<file path="src/ipg_cfg.svh">
// address map, reset values and timing counts of the inverter pwm block
`ifndef IPG_CFG_SVH
`define IPG_CFG_SVH

// =====================================================================
// register byte offsets
`define IPG_OFS_CTRL 8'h00
`define IPG_OFS_PERIOD 8'h04
`define IPG_OFS_ACTION 8'h08
`define IPG_OFS_DBCTRL 8'h0C
`define IPG_OFS_RED 8'h10
`define IPG_OFS_FED 8'h14
`define IPG_OFS_COMPARE_C_VALUE 8'h18
`define IPG_OFS_STATUS 8'h1C
`define IPG_OFS_CMPA0 8'h20
`define IPG_COMPARE_A_VALUE_STRIDE 8'h04

// =====================================================================
// field positions
`define IPG_CTRL_FORCE_BIT 0
`define IPG_CTRL_IRQSEL_BIT 1
`define IPG_CTRL_TRIPCLR_BIT 2
`define IPG_CTRL_SYNC_BIT 3
`define IPG_ACT_UP_LSB 0
`define IPG_ACT_DOWN_LSB 2
`define IPG_DB_EN_BIT 0
`define IPG_ST_DIR_BIT 16
`define IPG_ST_TRIP_BIT 17
`define IPG_ST_OUT_LSB 18

// =====================================================================
// reset values and counts
`define IPG_PERIOD_RST 16'h07D0
`define IPG_COMPARE_A_VALUE_RST 16'h0000
`define IPG_COMPARE_C_VALUE_RST 16'h0064
`define IPG_RED_RST 10'h014
`define IPG_FED_RST 10'h014
`define IPG_ACT_UP_RST 2'h1
`define IPG_ACT_DOWN_RST 2'h2
`define IPG_CLK_MHZ 125

`endif

</file>
<file path="src/ipg_pkg.sv">
// types shared by the inverter pwm block
package ipg_pkg;

  // =====================================================================
  // output actions of the action qualifier
  typedef enum logic [1:0] {
    IPG_ACT_NONE = 2'b00,
    IPG_ACT_LOW = 2'b01,
    IPG_ACT_HIGH = 2'b10,
    IPG_ACT_TOGGLE = 2'b11
  } ipg_act_e;

  // =====================================================================
  // wishbone carriers
  typedef struct packed {
    logic cyc;
    logic stb;
    logic we;
    logic [3:0] sel;
    logic [7:0] adr;
    logic [31:0] dat;
  } ipg_wb_req_s;

  typedef struct packed {
    logic ack;
    logic [31:0] dat;
  } ipg_wb_rsp_s;

  // dead-band settings
  typedef struct packed {
    logic enable;
    logic [9:0] rising_delay;
    logic [9:0] fed;
  } ipg_db_s;

endpackage

</file>
<file path="src/ipg_pwm_deadband.sv">
// six-instance up-down pwm generator with dead band, trip and triggers
`timescale 1ns/1ps
`default_nettype none
`include "ipg_cfg.svh"

// Notes on behaviour
// - six instances, twelve gate outputs
// - symmetric up-down counting, 31.25 kHz switching
// - period 2000, reverse at period and zero
// - period shadow loads at counter zero
// - start at zero, sync resumes upward below period
// - sync-out pulse at counter zero
// - compare A shadowed, loads zero or period
// - up match low, down match high
// - other events leave A unchanged
// - actions load globally at counter zero
// - continuous force holds A low
// - B via dead band, 20 counts
// - rising path kept, falling inverted
// - dead-band counters run each clock
// - rising delay at period, others zero
// - trigger events taken from event A1
// - first instance raises loop interrupt
// - interrupt drives crossbar output zero
// - A1 or B1 trip latches outputs low
module ipg_pwm_deadband
  import ipg_pkg::*;
#(
  parameter int NUM_INST = 6,
  parameter int CTR_W = 16
) (
  // clock and reset
  input wire logic core_clk,
  input wire logic srst,
  // register bus
  input wire ipg_wb_req_s wbReq,
  output ipg_wb_rsp_s wbRsp,
  // trip pins from the digital compare events
  input wire logic compareEventA1,
  input wire logic compareEventB1,
  // gate drives
  output logic [NUM_INST-1:0] primaryOut,
  output logic [NUM_INST-1:0] complementaryOut,
  // timing outputs
  output logic [NUM_INST-1:0] syncOut,
  output logic conversionTriggerA,
  output logic conversionTriggerB,
  output logic crossbarOutputZero
);

  // =====================================================================
  // state
  logic [CTR_W-1:0] ctr;
  logic dirUp;
  logic [CTR_W-1:0] prdShadow;
  logic [CTR_W-1:0] prdActive;
  logic [CTR_W-1:0] cmpaShadow [NUM_INST];
  logic [CTR_W-1:0] cmpaActive [NUM_INST];
  logic [CTR_W-1:0] compare_c_value;
  ipg_act_e actUpShadow;
  ipg_act_e actDownShadow;
  ipg_act_e actUpActive;
  ipg_act_e actDownActive;
  logic forceShadow;
  logic forceActive;
  logic irqSelCmpc;
  ipg_db_s dbShadow;
  ipg_db_s dbActive;
  logic tripA1Meta;
  logic tripA1;
  logic tripB1Meta;
  logic tripB1;
  logic tripLatched;
  logic [NUM_INST-1:0] aqOut;
  logic [NUM_INST-1:0] redOut;
  logic [NUM_INST-1:0] fedOut;
  logic [NUM_INST-1:0] upMatch;
  logic [NUM_INST-1:0] downMatch;
  logic zeroEv;
  logic prdEv;
  logic wbAcc;
  logic wbWr;
  logic tripClrReq;
  logic syncReq;
  logic trigEvent;
  logic [31:0] next_rdData;

  // =====================================================================
  // wishbone slave
  function automatic logic [31:0] wbMerge(input logic [31:0] old, input logic [31:0] din,
                                          input logic [3:0] sel);
    logic [31:0] res;
    res = old;
    for (int b = 0; b < 4; b++) begin
      if (sel[b]) begin
        res[8*b +: 8] = din[8*b +: 8];
      end
    end
    return res;
  endfunction

  assign wbAcc = wbReq.cyc & wbReq.stb & ~wbRsp.ack;
  assign wbWr = wbAcc & wbReq.we;
  assign tripClrReq = wbWr && wbReq.adr == `IPG_OFS_CTRL && wbReq.sel[0] &&
                      wbReq.dat[`IPG_CTRL_TRIPCLR_BIT];
  assign syncReq = wbWr && wbReq.adr == `IPG_OFS_CTRL && wbReq.sel[0] &&
                   wbReq.dat[`IPG_CTRL_SYNC_BIT];

  always_comb begin
    next_rdData = 32'h0000_0000;
    unique case (wbReq.adr)
      `IPG_OFS_CTRL: begin
        next_rdData[`IPG_CTRL_FORCE_BIT] = forceShadow;
        next_rdData[`IPG_CTRL_IRQSEL_BIT] = irqSelCmpc;
      end
      `IPG_OFS_PERIOD: next_rdData[CTR_W-1:0] = prdShadow;
      `IPG_OFS_ACTION: begin
        next_rdData[`IPG_ACT_UP_LSB +: 2] = actUpShadow;
        next_rdData[`IPG_ACT_DOWN_LSB +: 2] = actDownShadow;
      end
      `IPG_OFS_DBCTRL: next_rdData[`IPG_DB_EN_BIT] = dbShadow.enable;
      `IPG_OFS_RED: next_rdData[9:0] = dbShadow.rising_delay;
      `IPG_OFS_FED: next_rdData[9:0] = dbShadow.fed;
      `IPG_OFS_COMPARE_C_VALUE: next_rdData[CTR_W-1:0] = compare_c_value;
      `IPG_OFS_STATUS: begin
        next_rdData[CTR_W-1:0] = ctr;
        next_rdData[`IPG_ST_DIR_BIT] = dirUp;
        next_rdData[`IPG_ST_TRIP_BIT] = tripLatched;
        next_rdData[`IPG_ST_OUT_LSB +: NUM_INST] = primaryOut;
      end
      default: begin
        for (int k = 0; k < NUM_INST; k++) begin
          if (wbReq.adr == 8'(`IPG_OFS_CMPA0 + k * `IPG_COMPARE_A_VALUE_STRIDE)) begin
            next_rdData[CTR_W-1:0] = cmpaShadow[k];
          end
        end
      end
    endcase
  end

  always_ff @(posedge core_clk) begin
    if (srst) begin
      wbRsp <= '0;
    end else begin
      wbRsp.ack <= wbAcc;
      wbRsp.dat <= wbAcc ? next_rdData : 32'h0000_0000;
    end
  end

  // software-written settings
  always_ff @(posedge core_clk) begin
    if (srst) begin
      forceShadow <= 1'b0;
      irqSelCmpc <= 1'b0;
      prdShadow <= `IPG_PERIOD_RST;
      actUpShadow <= ipg_act_e'(`IPG_ACT_UP_RST);
      actDownShadow <= ipg_act_e'(`IPG_ACT_DOWN_RST);
      dbShadow.enable <= 1'b1;
      dbShadow.rising_delay <= `IPG_RED_RST;
      dbShadow.fed <= `IPG_FED_RST;
      compare_c_value <= `IPG_COMPARE_C_VALUE_RST;
    end else if (wbWr) begin
      unique case (wbReq.adr)
        `IPG_OFS_CTRL: begin
          if (wbReq.sel[0]) begin
            forceShadow <= wbReq.dat[`IPG_CTRL_FORCE_BIT];
            irqSelCmpc <= wbReq.dat[`IPG_CTRL_IRQSEL_BIT];
          end
        end
        `IPG_OFS_PERIOD: prdShadow <= CTR_W'(wbMerge(32'(prdShadow), wbReq.dat, wbReq.sel));
        `IPG_OFS_ACTION: begin
          if (wbReq.sel[0]) begin
            actUpShadow <= ipg_act_e'(wbReq.dat[`IPG_ACT_UP_LSB +: 2]);
            actDownShadow <= ipg_act_e'(wbReq.dat[`IPG_ACT_DOWN_LSB +: 2]);
          end
        end
        `IPG_OFS_DBCTRL: begin
          if (wbReq.sel[0]) begin
            dbShadow.enable <= wbReq.dat[`IPG_DB_EN_BIT];
          end
        end
        `IPG_OFS_RED: dbShadow.rising_delay <= 10'(wbMerge(32'(dbShadow.rising_delay), wbReq.dat, wbReq.sel));
        `IPG_OFS_FED: dbShadow.fed <= 10'(wbMerge(32'(dbShadow.fed), wbReq.dat, wbReq.sel));
        `IPG_OFS_COMPARE_C_VALUE: compare_c_value <= CTR_W'(wbMerge(32'(compare_c_value), wbReq.dat, wbReq.sel));
        default: ;
      endcase
    end
  end

  // =====================================================================
  // time base, shared so all instances stay aligned; it never halts
  assign zeroEv = ctr == '0;
  assign prdEv = ctr == prdActive;

  always_ff @(posedge core_clk) begin
    if (srst) begin
      ctr <= '0;
      dirUp <= 1'b1;
    end else if (syncReq || dirUp) begin
      // a sync forces the count upward unless it is at or above the period, no phase load
      if (ctr >= prdActive) begin
        dirUp <= 1'b0;
        ctr <= ctr - 1'b1;
      end else begin
        dirUp <= 1'b1;
        ctr <= ctr + 1'b1;
      end
    end else if (zeroEv) begin
      dirUp <= 1'b1;
      ctr <= ctr + 1'b1;
    end else begin
      ctr <= ctr - 1'b1;
    end
  end

  always_ff @(posedge core_clk) begin
    if (srst) begin
      prdActive <= `IPG_PERIOD_RST;
    end else if (zeroEv) begin
      prdActive <= prdShadow;
    end
  end

  // global shadow loads: one register set feeds every instance
  always_ff @(posedge core_clk) begin
    if (srst) begin
      actUpActive <= ipg_act_e'(`IPG_ACT_UP_RST);
      actDownActive <= ipg_act_e'(`IPG_ACT_DOWN_RST);
      forceActive <= 1'b0;
      dbActive.enable <= 1'b1;
      dbActive.rising_delay <= `IPG_RED_RST;
      dbActive.fed <= `IPG_FED_RST;
    end else begin
      if (zeroEv) begin
        actUpActive <= actUpShadow;
        actDownActive <= actDownShadow;
        dbActive.enable <= dbShadow.enable;
        dbActive.fed <= dbShadow.fed;
      end
      if (prdEv) begin
        dbActive.rising_delay <= dbShadow.rising_delay;
      end
      if (zeroEv || prdEv) begin
        forceActive <= forceShadow;
      end
    end
  end

  // =====================================================================
  // trip inputs and one-shot latch
  always_ff @(posedge core_clk) begin
    if (srst) begin
      tripA1Meta <= 1'b0;
      tripA1 <= 1'b0;
      tripB1Meta <= 1'b0;
      tripB1 <= 1'b0;
    end else begin
      tripA1Meta <= compareEventA1;
      tripA1 <= tripA1Meta;
      tripB1Meta <= compareEventB1;
      tripB1 <= tripB1Meta;
    end
  end

  // a new trip wins over a clear in the same cycle
  always_ff @(posedge core_clk) begin
    if (srst) begin
      tripLatched <= 1'b0;
    end else if (tripA1 || tripB1) begin
      tripLatched <= 1'b1;
    end else if (tripClrReq) begin
      tripLatched <= 1'b0;
    end
  end

  // both trigger-event inputs see event A1; their actions are no-change
  assign trigEvent = tripA1;

  // =====================================================================
  // per-instance compare, action qualifier and dead band
  function automatic logic applyAct(input logic cur, input ipg_act_e act);
    logic res;
    res = cur;
    unique case (act)
      IPG_ACT_NONE: res = cur;
      IPG_ACT_LOW: res = 1'b0;
      IPG_ACT_HIGH: res = 1'b1;
      IPG_ACT_TOGGLE: res = ~cur;
    endcase
    return res;
  endfunction

  for (genvar i = 0; i < NUM_INST; i++) begin : g_inst
    logic [9:0] redCnt;
    logic [9:0] fedCnt;

    always_ff @(posedge core_clk) begin
      if (srst) begin
        cmpaShadow[i] <= `IPG_COMPARE_A_VALUE_RST;
        cmpaActive[i] <= `IPG_COMPARE_A_VALUE_RST;
      end else begin
        if (wbWr && wbReq.adr == 8'(`IPG_OFS_CMPA0 + i * `IPG_COMPARE_A_VALUE_STRIDE)) begin
          cmpaShadow[i] <= CTR_W'(wbMerge(32'(cmpaShadow[i]), wbReq.dat, wbReq.sel));
        end
        if (zeroEv || prdEv) begin
          cmpaActive[i] <= cmpaShadow[i];
        end
      end
    end

    assign upMatch[i] = dirUp && ctr == cmpaActive[i];
    assign downMatch[i] = !dirUp && ctr == cmpaActive[i];

    // only the force and compare A matches move the output
    always_ff @(posedge core_clk) begin
      if (srst) begin
        aqOut[i] <= 1'b0;
      end else if (forceActive) begin
        aqOut[i] <= 1'b0;
      end else if (upMatch[i]) begin
        aqOut[i] <= applyAct(aqOut[i], actUpActive);
      end else if (downMatch[i]) begin
        aqOut[i] <= applyAct(aqOut[i], actDownActive);
      end
    end

    // delay counters advance every clock
    always_ff @(posedge core_clk) begin
      if (srst) begin
        redCnt <= '0;
        redOut[i] <= 1'b0;
      end else if (!aqOut[i]) begin
        redCnt <= '0;
        redOut[i] <= 1'b0;
      end else if (redCnt >= dbActive.rising_delay) begin
        redOut[i] <= 1'b1;
      end else begin
        redCnt <= redCnt + 1'b1;
      end
    end

    always_ff @(posedge core_clk) begin
      if (srst) begin
        fedCnt <= '0;
        fedOut[i] <= 1'b0;
      end else if (aqOut[i]) begin
        fedCnt <= '0;
        fedOut[i] <= 1'b1;
      end else if (fedCnt >= dbActive.fed) begin
        fedOut[i] <= 1'b0;
      end else begin
        fedCnt <= fedCnt + 1'b1;
      end
    end

    // rising path keeps polarity, falling path inverted, no swap
    always_ff @(posedge core_clk) begin
      if (srst) begin
        primaryOut[i] <= 1'b0;
        complementaryOut[i] <= 1'b0;
      end else if (tripLatched) begin
        primaryOut[i] <= 1'b0;
        complementaryOut[i] <= 1'b0;
      end else if (dbActive.enable) begin
        primaryOut[i] <= redOut[i];
        complementaryOut[i] <= ~fedOut[i];
      end else begin
        primaryOut[i] <= aqOut[i];
        complementaryOut[i] <= ~aqOut[i];
      end
    end
  end

  // =====================================================================
  // sync, conversion triggers and loop interrupt
  always_ff @(posedge core_clk) begin
    if (srst) begin
      syncOut <= '0;
      conversionTriggerA <= 1'b0;
      conversionTriggerB <= 1'b0;
      crossbarOutputZero <= 1'b0;
    end else begin
      syncOut <= {NUM_INST{zeroEv}};
      conversionTriggerA <= zeroEv;
      conversionTriggerB <= prdEv;
      // once per period from the first instance
      crossbarOutputZero <= irqSelCmpc ? (dirUp && ctr == compare_c_value) : zeroEv;
    end
  end

  // length of the current high pulse of the first gate output
  logic [CTR_W-1:0] hiRun;

  always_ff @(posedge core_clk) begin
    if (srst || !primaryOut[0]) begin
      hiRun <= '0;
    end else begin
      hiRun <= hiRun + 1'b1;
    end
  end
endmodule

`default_nettype wire

</file>
<file path="config.mk">
export PLATFORM = sky130hd
export DESIGN_NAME = ipg_pwm_deadband
export DESIGN_NICKNAME = d
export VERILOG_FILES = /design/src/ipg_pkg.sv /design/src/ipg_pwm_deadband.sv
export VERILOG_INCLUDE_DIRS = /design/src
export SDC_FILE = /design/constraint.sdc
export NUM_CORES = 1
export LEC_CHECK = 0
export ABC_AREA = 1
export BUFFER_PORTS_ARGS = -buffer_cell sky130_fd_sc_hd__buf_2
export CAP_MARGIN = 10
export CORE_UTILIZATION = 25
export CTS_CLUSTER_SIZE = 14
export DETAILED_ROUTE_END_ITERATION = 12
export SYNTH_ARGS = -nofsm -noshare
export SYNTH_HDL_FRONTEND = slang
export SYNTH_SLANG_ARGS = --single-unit
</file>
<file path="constraint.sdc">
create_clock -name core_clk -period 12.75 [get_ports core_clk]
set_input_delay 2.55 -clock core_clk [delete_from_list [all_inputs] [get_ports core_clk]]
set_output_delay 2.55 -clock core_clk [all_outputs]
set_load 0.01 [all_outputs]
</file>
==> impl_results.md <==
* Number of max-cap violations at 0
* DR vias at 21500
* Synth Register Bits at 493
* Hold_ws at 406 ps
* Final core occ at 29.0%
* Post-synthesis instance area at 0.0259 mm2
* CP startpoint kind: input port
* 1st-pass router iterations at 5
* Setup bufs post-CTS at 0
* Setup CP Type: in2reg
* Slowest stage cell, crit path: o21ai_0
* Most common cell after layout, fill and taps aside: nor2_1
* Post-route setup TNS at 0 ps
* Pin count of the biggest net entering global routing at 74
* Worst Setup End Kind: flop
* Port Buffers at 78
* Seq/Total Area, Yosys at 45.6%
* Max clock buf depth at 3
* Fin area at 0.0296 mm2
* Remaining antenna violation count after routing at 0
* Worst-path clk slew at 60 ps
* Final hold violation count at 0
* Outcome: finished clean
* CTS Root Cell: clkbuf_16
* Wire per inst at 15.8 um
* Vias in the first global route at 20000
* Crit path from: srst
* Core area at 0.102 mm2
* First-pass GRT wire length at 114000 um
* CTS H-tree lvls at 2
* Synth-to-Final Area Change at 14.6%
* CTS tree: yes
* Max frequency at 165 MHz
* RR Startpoint: ctr[0]$_SDFF_PP0_
* Nets at 3484
* Share of layout cells above drive strength 1 at 8.14%
* Chip Height at 324 um
* Cells after synthesis at 3222
* Most frequent cells in the layout: 538 x nor2_1, 497 x nand2_1, 409 x inv_1
* Final Cycle Share at 47.4%
* Pwr Density at 149 mW/mm2
* Synthesis Warnings at 0
* Relative slew slack at 20.7%
* Worst Clk Skew at 73.8 ps
* Yosys cell types at 52
* GRT overflow at 0
* RD Place Congestion at 0.889
* DR iter-0 viols at 1639
* Final Slew Violations at 0
* Die footprint at 0.105 mm2
* CP Cell Sequence: buf_2 -> buf_4 -> inv_2 -> nand4_1 -> nor2_1 -> nand2_1 -> o21ai_0 -> clkbuf_2
* CP Max Fanout at 29
* Static leakage at 12.0 nW
* Crit-path max cell delay at 790 ps
* I/O pin cnt at 105
* Worst vdd ir at 0.000142 V
* Worst path required time at 13130 ps
* Via-to-Cell Ratio at 4.57
* PostCTS Resize Cnt at 0
* Syn_area_per_cell at 8.02 um2
* Post-Route WL at 74000 um
* Clock buffer count from CTS at 56
* Cell row count at 117
* Layout fillers at 11000
* Initial core utilization at 25.3%
* Clock sink count at 493
* Worst path arrival time at 6430 ps
* All-Layer GR Usage at 14.0%
* Worst Hold Class: reg2reg
* Post-DP HPWL at 53600 um
* Cts hold-fix bufs at 0
* Worst hold start: tripB1Meta$_SDFF_PP0_
* Post-synthesis async set-or-reset flop share at 0%
* Area post-placement at 0.0276 mm2
* Chip Width at 324 um
* Final setup violation count at 0
* RSZ-0062 raised after global routing: no
* Clock latency at the later pin of the worst-skew pair at 680 ps
* Post-synth EDFFs at 192
* Most used DFF post-synth: dfxtp_1
* Least-Margin Pin Slew at 1180 ps
* Drc violations at 0
* Initial antenna violation count at 4
* Min Tclk post-route at 6050 ps
-- flip-flops by register name, summed over array words and instances, names as in the netlist, 6 cells and up --
signal,count
redOut,6
dbActive,21
cmpaShadow,96
fedOut,6
complementaryOut,6
primaryOut,6
cmpaActive,96
prdActive,16
ctr,16
aqOut,6
g_inst.redCnt,60
compare_c_value,16
dbShadow,21
prdShadow,16
wbRsp,25
g_inst.fedCnt,60
-- cells by family (layout without fill, tap and decap cells) --
kind of cell	after synthesis	count (layout)	share of synthesized area (%)
buffers and inverters	540	641	8.49
other	1	9	0.0145
AND/OR/NAND/NOR	1356	1356	22.5
flip-flops	493	493	45.6
AO/OA/AOI/OAI	547	547	11.5
adder cells (fa/ha/maj)	151	151	7.31
XOR/XNOR	134	134	4.54
-- layout make-up --
class | instances | area (um2) | share of cell area (%)
diodes | 1 | 2.50 | 0.00845
repair buffers | 103 | 571 | 1.93
multi-input cells | 2196 | 11900 | 40.2
well taps | 1368 | 1710 | 5.78
clock inverters | 34 | 482 | 1.63
clock buffers | 72 | 1540 | 5.19
inverters | 432 | 1620 | 5.48
flip-flops and latches | 493 | 11800 | 39.8
-- power breakdown --
part,internal [mW],switching [mW],total [mW]
combinational,0.254,0.535,0.789
clock,1.04,0.711,1.75
sequential,1.75,0.112,1.86
-- synth_stat cells (39+ instances only) --
cell type / count / area (um2)
clkbuf_1: 39 / 146
o22ai_1: 40 / 250
ha_1: 151 / 1890
dfxtp_1: 301 / 6030
o21ai_0: 187 / 936
nor2_1: 538 / 2020
nand2_1: 498 / 1870
nand4_1: 50 / 313
inv_1: 409 / 1540
nor3_1: 66 / 330
xor2_1: 104 / 911
nand3_1: 122 / 611
a21oi_1: 249 / 1250
edfxtp_1: 192 / 5770
-- critical path: cells and delay by family --
family	cells	cell delay [ps]
and+or+nand+nor	3	1960
AOI/OAI and AO/OA	1	790
buffers and inverters	4	1090
-- worst paths after layout --
kind / to / slack (ps) / cells after the start
min reg2reg: tripB1$_SDFF_PP0_ / 410 / 2
max reg2reg: cmpaActive[1][2]$_SDFFCE_PN0P_ / 8580 / 9
min: tripB1$_SDFF_PP0_ / 410 / 2
max: cmpaShadow[4][12]$_SDFFCE_PN0P_ / 6700 / 8
-- per-layer routing --
layer  global-route usage [%]  share of wire (%)  vias up
li1                         -                  -    10700
met1                     18.9                 46     9963
met2                     22.3                 44      660
met3                     2.22                6.3      141
met4                     5.35                3.4        0
met5                        0                  0        -
-- stage by stage --
stage / power, mW / setup slack (ps) / cells
floorplan: 2.45 / 7030 / 3229
global placement: 2.67 / 5890 / 4589
detailed placement: 2.68 / 5790 / 4589
CTS: 4.44 / 6510 / 4695
global route: 4.60 / 6520 / 4698
finish: 4.40 / 6700 / 4699
Power figures use the tool's default switching activity.
